<file path="src/shared/tsv_consts.svh">
// Purpose: offsets, field positions and reset values of the tx stats block
// Assumes: included by the package, the bench and the assertion module
// Notes: definitions only
`ifndef TSV_CONSTS_SVH
`define TSV_CONSTS_SVH
// register word indices on the ahb-lite slave, byte address is four times
`define TSV_OFS_CTRL 6'h00
`define TSV_OFS_STAT 6'h01
`define TSV_OFS_MASK 6'h02
`define TSV_OFS_LAST 6'h03
`define TSV_OFS_FCNT 6'h04
// control register fields and reset value
`define TSV_CTRL_VLAN 0
`define TSV_CTRL_RST 1'b0
// event bits, shared by status and mask
`define TSV_EV_DONE 0
`define TSV_EV_UNDR 1
`define TSV_EV_SAT 2
`define TSV_EV_W 3
// transmit and receive vector widths without priority flow control
`define TSV_TX_W 26
`define TSV_RX_W 30
// transmit vector field positions
`define TSV_B_PFC 26
`define TSV_B_PAUSE 25
`define TSV_B_BV_HI 24
`define TSV_B_BV_LO 21
`define TSV_B_VLAN 20
`define TSV_B_LEN_HI 19
`define TSV_B_LEN_LO 5
`define TSV_B_CTL 4
`define TSV_B_UNDR 3
`define TSV_B_MCAST 2
`define TSV_B_BCAST 1
`define TSV_B_GOOD 0
// frame constants
`define TSV_LEN_MAX 15'h7fff
`define TSV_TYPE_CTL 16'h8808
`define TSV_TYPE_VLAN 16'h8100
`endif

</file>
<file path="src/shared/tsv_pkg.sv">
// Purpose: state types of the tx stats block
// Assumes: tsv_consts.svh holds the event and vector widths
// Notes: each module keeps all its state in one of these structs
`include "tsv_consts.svh"
package tsv_pkg;
    // parser state: beats since start, header flags
    typedef struct packed {
        logic [1:0] beat;
        logic mcast;
        logic bcast;
        logic vlan;
        logic ctl;
    } tsv_parse_t;

    // core state: bus slave, events, frame totals, outputs
    typedef struct packed {
        logic dp_act;
        logic dp_wr;
        logic [5:0] dp_idx;
        logic dp_hit;
        logic rd_done;
        logic [31:0] rdata;
        logic vlan_en;
        logic [`TSV_EV_W-1:0] ev_stat;
        logic [`TSV_EV_W-1:0] ev_mask;
        logic irq;
        logic [14:0] len;
        logic undr;
        logic err;
        logic pause;
        logic pfc;
        logic pend;
        logic [14:0] len_fin;
        logic undr_fin;
        logic good_fin;
        logic pause_fin;
        logic pfc_fin;
        logic sat_fin;
        logic [`TSV_TX_W:0] vec;
        logic vld;
        logic [3:0] bv;
        logic [`TSV_RX_W:0] rxvec;
        logic rxvld;
        logic [31:0] fcnt;
    } tsv_core_t;
endpackage : tsv_pkg

</file>
<file path="src/shared/tsv_beat_if.sv">
// Purpose: carries transmit beats to the header parser and flags back
// Assumes: one clock shared by both ends
// Notes: flags come from the parser's flip-flops
`timescale 1ns/100ps
interface tsv_beat_if;
    logic beat;
    logic sof;
    logic [63:0] data;
    logic [7:0] lane_en;
    logic vlan_en;
    logic mcast;
    logic bcast;
    logic vlan;
    logic ctl;
    modport core (output beat, sof, data, lane_en, vlan_en,
                  input mcast, bcast, vlan, ctl);
    modport parser (input beat, sof, data, lane_en, vlan_en,
                    output mcast, bcast, vlan, ctl);
endinterface : tsv_beat_if

</file>
<file path="src/tsv_parser.sv">
// Purpose: extracts address and type flags from the head of each frame
// Assumes: lane 0 carries the first byte on the wire, full beats until end
// Notes: flags hold until the next start of frame
`timescale 1ns/100ps
module tsv_parser
    import tsv_pkg::*;
(
    // clock and reset
    input wire logic clk_sys_i,
    input wire logic rst_i,
    // beats in, flags out
    tsv_beat_if.parser bi
);
    tsv_parse_t s_q;
    tsv_parse_t s_d;
    logic [15:0] ty12;
    logic [15:0] ty16;

    // length/type words at bytes 12-13 and 16-17, first byte is msb
    assign ty12 = {bi.data[39:32], bi.data[47:40]};
    assign ty16 = {bi.data[7:0], bi.data[15:8]};

    // next state of the header walk
    always_comb begin
        s_d = s_q;
        if (bi.beat && bi.sof) begin
            s_d = '0;
            s_d.mcast = bi.lane_en[0] & bi.data[0];
            s_d.bcast = (&bi.lane_en[5:0]) & (&bi.data[47:0]);
        end else if (bi.beat) begin
            if (s_q.beat != 2'h3) begin
                s_d.beat = s_q.beat + 2'h1;
            end
            if (s_q.beat == 2'h0 && bi.lane_en[5]) begin
                s_d.vlan = bi.vlan_en && ty12 == `TSV_TYPE_VLAN;
                s_d.ctl = ty12 == `TSV_TYPE_CTL;
            end
            // a tagged frame carries its real type four bytes later
            if (s_q.beat == 2'h1 && s_q.vlan && bi.lane_en[1]) begin
                s_d.ctl = ty16 == `TSV_TYPE_CTL;
            end
        end
    end

    // state register
    always_ff @(posedge clk_sys_i or posedge rst_i) begin
        if (rst_i) begin
            s_q <= '0;
        end else begin
            s_q <= s_d;
        end
    end

    assign bi.mcast = s_q.mcast;
    assign bi.bcast = s_q.bcast;
    assign bi.vlan = s_q.vlan;
    assign bi.ctl = s_q.ctl;
endmodule : tsv_parser

</file>
<file path="src/tsv_tx_stats.sv">
// Purpose: per-frame transmit statistics vector with ahb-lite registers
// Assumes: beat inputs come from the tx pipeline on clk_sys_i, phy side
// Notes: one valid pulse per frame, two cycles after its last beat
//
// Notes on behaviour
// transmit vector is 26 bits, 27 bits when priority flow control exists.
// receive vector is 30 bits, 31 with flow control, with own strobe.
// per-frame transmit flags are driven only after the frame has finished.
// fields other than byte count mean something only while valid is high.
// bits 24:21 give bytes sent last cycle, from 0 to 8.
// byte count updates every cycle, from a different stage than flags.
// bit 26 marks a flow control frame the block generated itself.
// bit 25 marks a pause frame started by the client's pause request.
// bit 20 marks a vlan tagged frame while vlan handling is enabled.
// bits 19:5 give frame length, saturating at 32767.
// length counts bytes seen at the phy, padding and fcs included.
// bit 4 marks a frame whose length/type field held 88-08.
// bit 3 marks a frame cut short by a client underrun.
// bit 2 marks a multicast destination address.
// bit 1 marks the broadcast destination address.
// bit 0 marks a frame sent completely without error.
// valid pulses one cycle per frame with flags stable in that cycle.
`timescale 1ns/100ps
module tsv_tx_stats
    import tsv_pkg::*;
#(
    parameter bit PFC_EN = 1'b0,
    localparam int TX_W = `TSV_TX_W + int'(PFC_EN),
    localparam int RX_W = `TSV_RX_W + int'(PFC_EN)
) (
    // clock and reset
    input wire logic clk_sys_i,
    input wire logic rst_i,
    // ahb-lite slave
    input wire logic hsel_i,
    input wire logic [31:0] haddr_i,
    input wire logic [1:0] htrans_i,
    input wire logic hwrite_i,
    input wire logic [2:0] hsize_i,
    input wire logic [31:0] hwdata_i,
    input wire logic hready_i,
    output logic [31:0] hrdata_o,
    output logic hreadyout_o,
    output logic hresp_o,
    // interrupt
    output logic irq_o,
    // transmit pipeline beats, phy side
    input wire logic txp_beat_i,
    input wire logic txp_sof_i,
    input wire logic txp_eof_i,
    input wire logic [63:0] txp_data_i,
    input wire logic [7:0] txp_lane_en_i,
    input wire logic txp_underrun_i,
    input wire logic txp_error_i,
    input wire logic txp_pause_i,
    input wire logic txp_pfc_i,
    // receive flags from the receive path
    input wire logic [RX_W-1:0] rx_flags_i,
    input wire logic rx_flags_valid_i,
    // statistics outputs
    output logic [TX_W-1:0] tx_statistics_vector_o,
    output logic tx_statistics_valid_o,
    output logic [RX_W-1:0] rx_statistics_vector_o,
    output logic rx_statistics_valid_o
);
    tsv_core_t s_q;
    tsv_core_t s_d;
    tsv_beat_if u_bi();

    logic bus_take;
    logic [3:0] beat_cnt;
    logic [3:0] lanes_now;
    logic [14:0] len_base;
    logic [14:0] len_new;
    logic len_sat;
    logic undr_all;
    logic err_all;
    logic [`TSV_EV_W-1:0] ev_set;
    logic [`TSV_EV_W-1:0] ev_clr;

    // number of enabled lanes in a beat
    function automatic logic [3:0] lane_cnt(input logic [7:0] en);
        logic [3:0] c;
        c = 4'h0;
        for (int i = 0; i < 8; i++) begin
            c = c + {3'h0, en[i]};
        end
        return c;
    endfunction : lane_cnt

    // length add that sticks at the top of the 15-bit field
    function automatic logic [15:0] len_add(input logic [14:0] a,
                                            input logic [3:0] b);
        logic [15:0] t;
        t = {1'b0, a} + {12'h000, b};
        if (t[15] || t[14:0] == `TSV_LEN_MAX) begin
            return {1'b1, `TSV_LEN_MAX};
        end
        return {1'b0, t[14:0]};
    endfunction : len_add

    // header parser sees the same beats
    tsv_parser u_parser (
        .clk_sys_i(clk_sys_i),
        .rst_i(rst_i),
        .bi(u_bi.parser)
    );

    // beats and the vlan switch toward the parser
    assign u_bi.beat = txp_beat_i;
    assign u_bi.sof = txp_sof_i;
    assign u_bi.data = txp_data_i;
    assign u_bi.lane_en = txp_lane_en_i;
    assign u_bi.vlan_en = s_q.vlan_en;

    // address phase taken when selected, non-idle and bus ready
    assign bus_take = hsel_i && htrans_i[1] && hready_i;

    // per-beat quantities of the current frame
    assign lanes_now = lane_cnt(txp_lane_en_i);
    assign beat_cnt = txp_beat_i ? lanes_now : 4'h0;
    // a start beat drops the totals of an earlier frame
    assign len_base = txp_sof_i ? 15'h0000 : s_q.len;
    assign {len_sat, len_new} = len_add(len_base, beat_cnt);
    assign undr_all = (txp_sof_i ? 1'b0 : s_q.undr) | txp_underrun_i;
    assign err_all = (txp_sof_i ? 1'b0 : s_q.err) | txp_error_i;

    // events raised while the frame report goes out
    always_comb begin
        ev_set = '0;
        ev_set[`TSV_EV_DONE] = s_q.pend;
        ev_set[`TSV_EV_UNDR] = s_q.pend && s_q.undr_fin;
        ev_set[`TSV_EV_SAT] = s_q.pend && s_q.sat_fin;
    end

    // write-one-to-clear of the status register
    always_comb begin
        ev_clr = '0;
        if (s_q.dp_act && s_q.dp_wr && s_q.dp_hit &&
            s_q.dp_idx == `TSV_OFS_STAT) begin
            ev_clr = hwdata_i[`TSV_EV_W-1:0];
        end
    end

    // next state of the whole block
    always_comb begin
        s_d = s_q;

        // bus: data phase ends on ready, a new address phase may open
        if (bus_take) begin
            s_d.dp_act = 1'b1;
            s_d.dp_wr = hwrite_i;
            s_d.dp_idx = haddr_i[7:2];
            s_d.dp_hit = haddr_i[31:8] == 24'h000000;
            s_d.rd_done = 1'b0;
        end else if (hready_i) begin
            s_d.dp_act = 1'b0;
        end

        // register writes in the data phase, unmapped ones are dropped
        if (s_q.dp_act && s_q.dp_wr && s_q.dp_hit) begin
            case (s_q.dp_idx)
                `TSV_OFS_CTRL: begin
                    s_d.vlan_en = hwdata_i[`TSV_CTRL_VLAN];
                end
                `TSV_OFS_MASK: begin
                    s_d.ev_mask = hwdata_i[`TSV_EV_W-1:0];
                end
                default: begin
                end
            endcase
        end

        // reads take one wait cycle to load the data flops
        if (s_q.dp_act && !s_q.dp_wr && !s_q.rd_done) begin
            s_d.rd_done = 1'b1;
            s_d.rdata = 32'h0000_0000;
            if (s_q.dp_hit) begin
                case (s_q.dp_idx)
                    `TSV_OFS_CTRL: begin
                        s_d.rdata[`TSV_CTRL_VLAN] = s_q.vlan_en;
                    end
                    `TSV_OFS_STAT: begin
                        s_d.rdata[`TSV_EV_W-1:0] = s_q.ev_stat;
                    end
                    `TSV_OFS_MASK: begin
                        s_d.rdata[`TSV_EV_W-1:0] = s_q.ev_mask;
                    end
                    `TSV_OFS_LAST: begin
                        s_d.rdata[`TSV_TX_W:0] = s_q.vec;
                    end
                    `TSV_OFS_FCNT: begin
                        s_d.rdata = s_q.fcnt;
                    end
                    default: begin
                        s_d.rdata = 32'h0000_0000;
                    end
                endcase
            end
        end

        // sticky events: a set in the clearing cycle survives
        s_d.ev_stat = (s_q.ev_stat & ~ev_clr) | ev_set;
        s_d.irq = |(s_d.ev_stat & s_d.ev_mask);

        // byte count of the beat just past, every cycle
        s_d.bv = beat_cnt;

        // accumulate the frame while its beats pass
        if (txp_beat_i) begin
            s_d.len = len_new;
            s_d.undr = undr_all;
            s_d.err = err_all;
            s_d.pause = (txp_sof_i ? 1'b0 : s_q.pause) | txp_pause_i;
            s_d.pfc = PFC_EN & ((txp_sof_i ? 1'b0 : s_q.pfc) | txp_pfc_i);
        end

        // last beat: freeze the totals for the report
        s_d.pend = 1'b0;
        if (txp_beat_i && txp_eof_i) begin
            s_d.pend = 1'b1;
            s_d.len_fin = len_new;
            s_d.sat_fin = len_sat;
            s_d.undr_fin = undr_all;
            s_d.good_fin = !undr_all && !err_all;
            s_d.pause_fin = s_d.pause;
            s_d.pfc_fin = s_d.pfc;
        end

        // report cycle: flags loaded once, then held
        s_d.vld = 1'b0;
        if (s_q.pend) begin
            s_d.vld = 1'b1;
            s_d.fcnt = s_q.fcnt + 32'h0000_0001;
            s_d.vec = '0;
            s_d.vec[`TSV_B_PFC] = PFC_EN & s_q.pfc_fin;
            s_d.vec[`TSV_B_PAUSE] = s_q.pause_fin;
            s_d.vec[`TSV_B_VLAN] = u_bi.vlan;
            s_d.vec[`TSV_B_LEN_HI:`TSV_B_LEN_LO] = s_q.len_fin;
            s_d.vec[`TSV_B_CTL] = u_bi.ctl;
            s_d.vec[`TSV_B_UNDR] = s_q.undr_fin;
            s_d.vec[`TSV_B_MCAST] = u_bi.mcast;
            s_d.vec[`TSV_B_BCAST] = u_bi.bcast;
            s_d.vec[`TSV_B_GOOD] = s_q.good_fin;
        end

        // receive flags registered with their own strobe
        s_d.rxvld = rx_flags_valid_i;
        if (rx_flags_valid_i) begin
            s_d.rxvec = '0;
            s_d.rxvec[RX_W-1:0] = rx_flags_i;
        end
    end

    // state register
    always_ff @(posedge clk_sys_i or posedge rst_i) begin
        if (rst_i) begin
            s_q <= '0;
            s_q.vlan_en <= `TSV_CTRL_RST;
        end else begin
            s_q <= s_d;
        end
    end

    // bus answers: reads wait one cycle, response always okay
    assign hreadyout_o = !(s_q.dp_act && !s_q.dp_wr && !s_q.rd_done);
    assign hresp_o = 1'b0;
    assign hrdata_o = s_q.rdata;
    assign irq_o = s_q.irq;

    // tx vector: held frame flags with the live byte count overlaid
    always_comb begin
        tx_statistics_vector_o = s_q.vec[TX_W-1:0];
        tx_statistics_vector_o[`TSV_B_BV_HI:`TSV_B_BV_LO] = s_q.bv;
    end
    assign tx_statistics_valid_o = s_q.vld;
    assign rx_statistics_vector_o = s_q.rxvec[RX_W-1:0];
    assign rx_statistics_valid_o = s_q.rxvld;
endmodule : tsv_tx_stats
</file>
<file path="config.mk">
export PLATFORM = sky130hd
export DESIGN_NAME = tsv_tx_stats
export DESIGN_NICKNAME = d
export VERILOG_FILES = /design/src/shared/tsv_pkg.sv /design/src/shared/tsv_beat_if.sv /design/src/tsv_parser.sv /design/src/tsv_tx_stats.sv
export VERILOG_INCLUDE_DIRS = /design/src /design/src/shared
export SDC_FILE = /design/constraint.sdc
export NUM_CORES = 1
export LEC_CHECK = 0
export BUFFER_PORTS_ARGS = -buffer_cell sky130_fd_sc_hd__buf_4
export CAP_MARGIN = 20
export CORE_ASPECT_RATIO = 0.8
export CORE_MARGIN = 3
export CORE_UTILIZATION = 47
export CTS_CLUSTER_DIAMETER = 80
export CTS_CLUSTER_SIZE = 30
export DETAILED_ROUTE_END_ITERATION = 12
export GPL_TIMING_DRIVEN = 0
export PLACE_DENSITY = 0.77
export SLEW_MARGIN = 5
export SYNTH_ARGS = -nofsm -noshare
export SYNTH_HDL_FRONTEND = slang
export SYNTH_HIERARCHICAL = 1
export SYNTH_SLANG_ARGS = --single-unit
</file>
<file path="constraint.sdc">
create_clock -name clk_sys_i -period 5.5 [get_ports clk_sys_i]
set_input_delay 0.825 -clock clk_sys_i [delete_from_list [all_inputs] [get_ports clk_sys_i]]
set_output_delay 0.825 -clock clk_sys_i [all_outputs]
set_load 0.01 [all_outputs]
</file>
==> parameters.txt <==
Parameter                              Value

Flow run
  Number of violations of the max-capacitance limit    0

Setup path
  Crit. Startpoint    txp_lane_en_i[0]
  R2R setup slack    between 2 and 3 ns
  Data required, critical path    around 5.8 ns
  Path depth of the worst reg2reg path    10
  Critical path arrival    approximately 5.2 ns
  FF-to-FF End    s_q[127]$_DFFE_PP0P_
  Critical Path End Type    flip-flop
  Class of the most critical setup path    in2reg
  Max FO, Critical Path    4
  Element type at the critical path start    input pin
  Startpoint of the worst-slack reg-to-reg timing path    s_q[121]$_DFFE_PP0P_

Hold path
  Type of the tightest min-delay check    in2async

Route
  WL/cell    16.6 um
  Total DRC errors in the routed layout    0
  First-pass detailed-route iteration total    7
  DRT antenna net count    0
  Via density    approximately 5.2
  Total number of vias    ~6.8k
  Drt total wl    around 22 mm
  Number of DRC markers in iteration 0    415

Power
  Cell leakage power    just under 0.006 uW
  Switching component of the power    between 900 and 1000 uW
  Pwr per Cell Area    a little over 300 nW/um2
  Switching share of power    0.272
  Clock share of power    0.355
  Proportion of power drawn by flip-flops and latches    0.456
  Int Power    2570 uW
  Comb power frac    0.189
  Post-layout total power    ~3500 uW
  Maximum vdd ir drop    206 uV

Place
  Detailed Place HPWL    about 17 mm
  Global placer's final weighted congestion    0.869
  Setup slack after placement    ~0.21 ns
  Port Buffer Count    around 220
  Inst Count DP    around 1.3k

STA
  Setup skew after layout    ~0.011 ns
  Min Clock Period, post-route    roughly 5 ns
  Setup total negative slack    0 ns
  Slew at the pin closest to its max-slew limit    roughly 0.63 ns
  Count of endpoints failing hold in the final timing report    0
  Post-route worst setup slack    just under 0.6 ns
  RSZ-0062 raised after global routing    no
  Highest attainable clock frequency    203 MHz
  Share of the clock period used by the worst path    0.894
  Finish-stage setup viols    0
  Number of slew-limit violations in the final report    0
  Worst-case headroom to the max-slew limit    0.577

Final layout
  Count of fill cells added during filler insertion    around 1.4k
  Most frequent standard cell in the layout excluding fill and tap cells    buf_4
  Total Nets Final    ~1.2k
  Fraction of layout cells with a size suffix above 1    0.411
  Area taken by multi-input logic gates    about 3400 um2
  Antenna Diode Count    0
  Signed area change from the synthesized netlist to the final layout    29.8%
  Utilization of the core after routing    0.631
  Most frequent cells in the layout    buf_4, dfrtp_1, mux2_2, nand2_1, inv_1
  Reg area    approximately 4600 um2
  Number of standard cells in the layout, taps in and fillers out    approximately 1.3k

Global routing
  Congestion Overflow GR    0
  Wire length of the first global-routing pass    35.1 mm
  Vias in the first global route    between 6k and 7k
  Global router's overall resource usage    0.210
  Initial antenna violation count    0
  Maximum number of pins on one net before global-route repair    44

Synth
  Area fraction in compound gates after synthesis    0.0888
  Number of distinct library cells after synthesis    58
  Simple-gate area share of the yosys netlist    0.131
  Adder-cell area share of the yosys netlist    0.0265
  Part of the Yosys area used for sequential elements    0.514
  Post-synthesis area per instance    around 11 um2
  Number of standard cells after synthesis    around 800
  Portion of netlist area occupied by mux cells    0.0913
  Syn nets    1003
  Yosys warning total    6
  Synth Area in XOR/XNOR    0.0430
  Primary flip-flop cell chosen by synthesis mapping    dfrtp_1
  Number of flops mapped to enable cells by yosys    0
  Synth Register Bits    184
  Share of flip-flops with an asynchronous set or reset    1.00
  Synth Cell Area    8960 um2
  Combinational family with the most area after synthesis    simple AND/OR/NAND/NOR gates

Clocking
  Clock Path Buffers    2
  Post-CTS Setup Bufs    0
  H-tree lvl count    4
  TritonCTS Sinks    around 180
  Number of buffers created by CTS    17
  Number of buffers inserted by hold repair at cts    0
  Clock slew seen by the registers of the worst setup and hold paths    approximately 0.070 ns
  CTS tree    built
  Insertion delay of the later-clocked pin in the worst-skew pair    0.43 ns
  Cells resized by post-CTS repair    0
  Root buffer cell    clkbuf_16

Floorplan
  Std-Cell Rows    44
  Placeable Area    around 18000 um2
  Top-level port count    277
  Total Die Area    a little over 20000 um2
  Die X-Extent    160 um
  Initial core utilization    0.486
  Y dimension of the die    about 130 um

Run status
  Result of the run    finished, final reports clean
-- sequential cells by signal, indices dropped and copies added (netlist names) --
register	flops
u_parser/bi.bcast	1
u_parser/bi.mcast	1
tx_statistics_valid_o	1
irq_o	1
tx_statistics_vector_o	26
rx_statistics_valid_o	1
u_parser/s_q	2
s_q	85
u_bi.vlan_en	1
hrdata_o	32
u_parser/bi.ctl	1
u_parser/bi.vlan	1
rx_statistics_vector_o	30
ev_set	1
-- critical path, stage by stage --
cell and delay (ns):
buf_4 0.12, fa_1 0.53, inv_1 0.06, fa_1 0.45, fa_1 0.49, inv_1 0.04
ha_1 0.19, inv_1 0.07, fa_1 0.41, nand2b_1 0.20, fa_1 0.50, nand2b_1 0.22
a21oi_1 0.37, and3_1 0.24, xnor2_1 0.12, a21oi_1 0.11, mux2_2 0.29
-- final cells by class --
class	count	area share
plain buffers	113	0.0659
clock buffers	19	0.0372
clock inverters	13	0.0144
inverters	47	0.0155
multi-input cells	459	0.294
flip-flops and latches	184	0.396
well taps	253	0.0272
repair buffers	227	0.151
-- per-layer routing --
| metal | wire, um | up-vias | GRT usage |
|---|---|---|---|
| li1 | - | 3250 | - |
| met1 | 9670 | 3364 | 0.278 |
| met2 | 10700 | 202 | 0.353 |
| met3 | 1080 | 28 | 0.0444 |
| met4 | 384 | 0 | 0.0633 |
| met5 | 0 | - | 0 |
-- cells by family after synthesis --
kind of cell,after synthesis
adder cells (fa/ha/maj),16
flip-flops,184
buffers and inverters,160
other,1
multiplexers,72
XOR/XNOR,44
AND/OR/NAND/NOR,220
AO/OA/AOI/OAI,106
-- synth_stat cells, types with 5 or more instances --
library cell	number	area [um2]
dfrtp_1	184	4600
buf_4	90	676
mux2_2	66	743
nand2_1	64	240
inv_1	44	165
nor2_1	34	128
xnor2_1	34	298
nand4_1	28	175
a21oi_1	21	105
a222oi_1	21	210
nand3_1	21	105
a22o_1	20	175
clkbuf_1	18	67.6
and3_1	17	106
o21ai_0	13	65.1
nor4_1	12	75.1
o21ai_1	12	60.1
ha_1	11	138
xor2_1	10	87.6
nor2b_1	9	56.3
nor3_1	8	40.0
fa_1	5	100
-- stage by stage --
step                      instance area, um2  hold slack (ns)
after floorplan                         8970            0.401
after global placement                 11000            0.441
after detailed placement               11000            0.437
after CTS                              11600            0.328
after global routing                   11600            0.352
final                                  11600            0.337
-- worst max-delay path by stage --
stage,slack [ns],to,depth (start not counted)
finish,0.58,s_q[127]$_DFFE_PP0P_,17
floorplan,0.64,s_q[127]$_DFFE_PP0P_,16
global placement,0.23,s_q[133]$_DFFE_PP0P_,17
CTS,0.62,s_q[133]$_DFFE_PP0P_,17
detailed placement,0.21,s_q[133]$_DFFE_PP0P_,17
global route,0.42,s_q[133]$_DFFE_PP0P_,17
-- power groups by stage --
stage / clock, uW / sequential (uW) / combinational, uW
final: 1250 / 1610 / 668
after global routing: 1330 / 1630 / 735
after CTS: 1270 / 1610 / 674
after detailed placement: 0 / 1630 / 667
after global placement: 0 / 1630 / 642
after floorplan: 0 / 1590 / 406
Power figures use the tool's default switching activity.
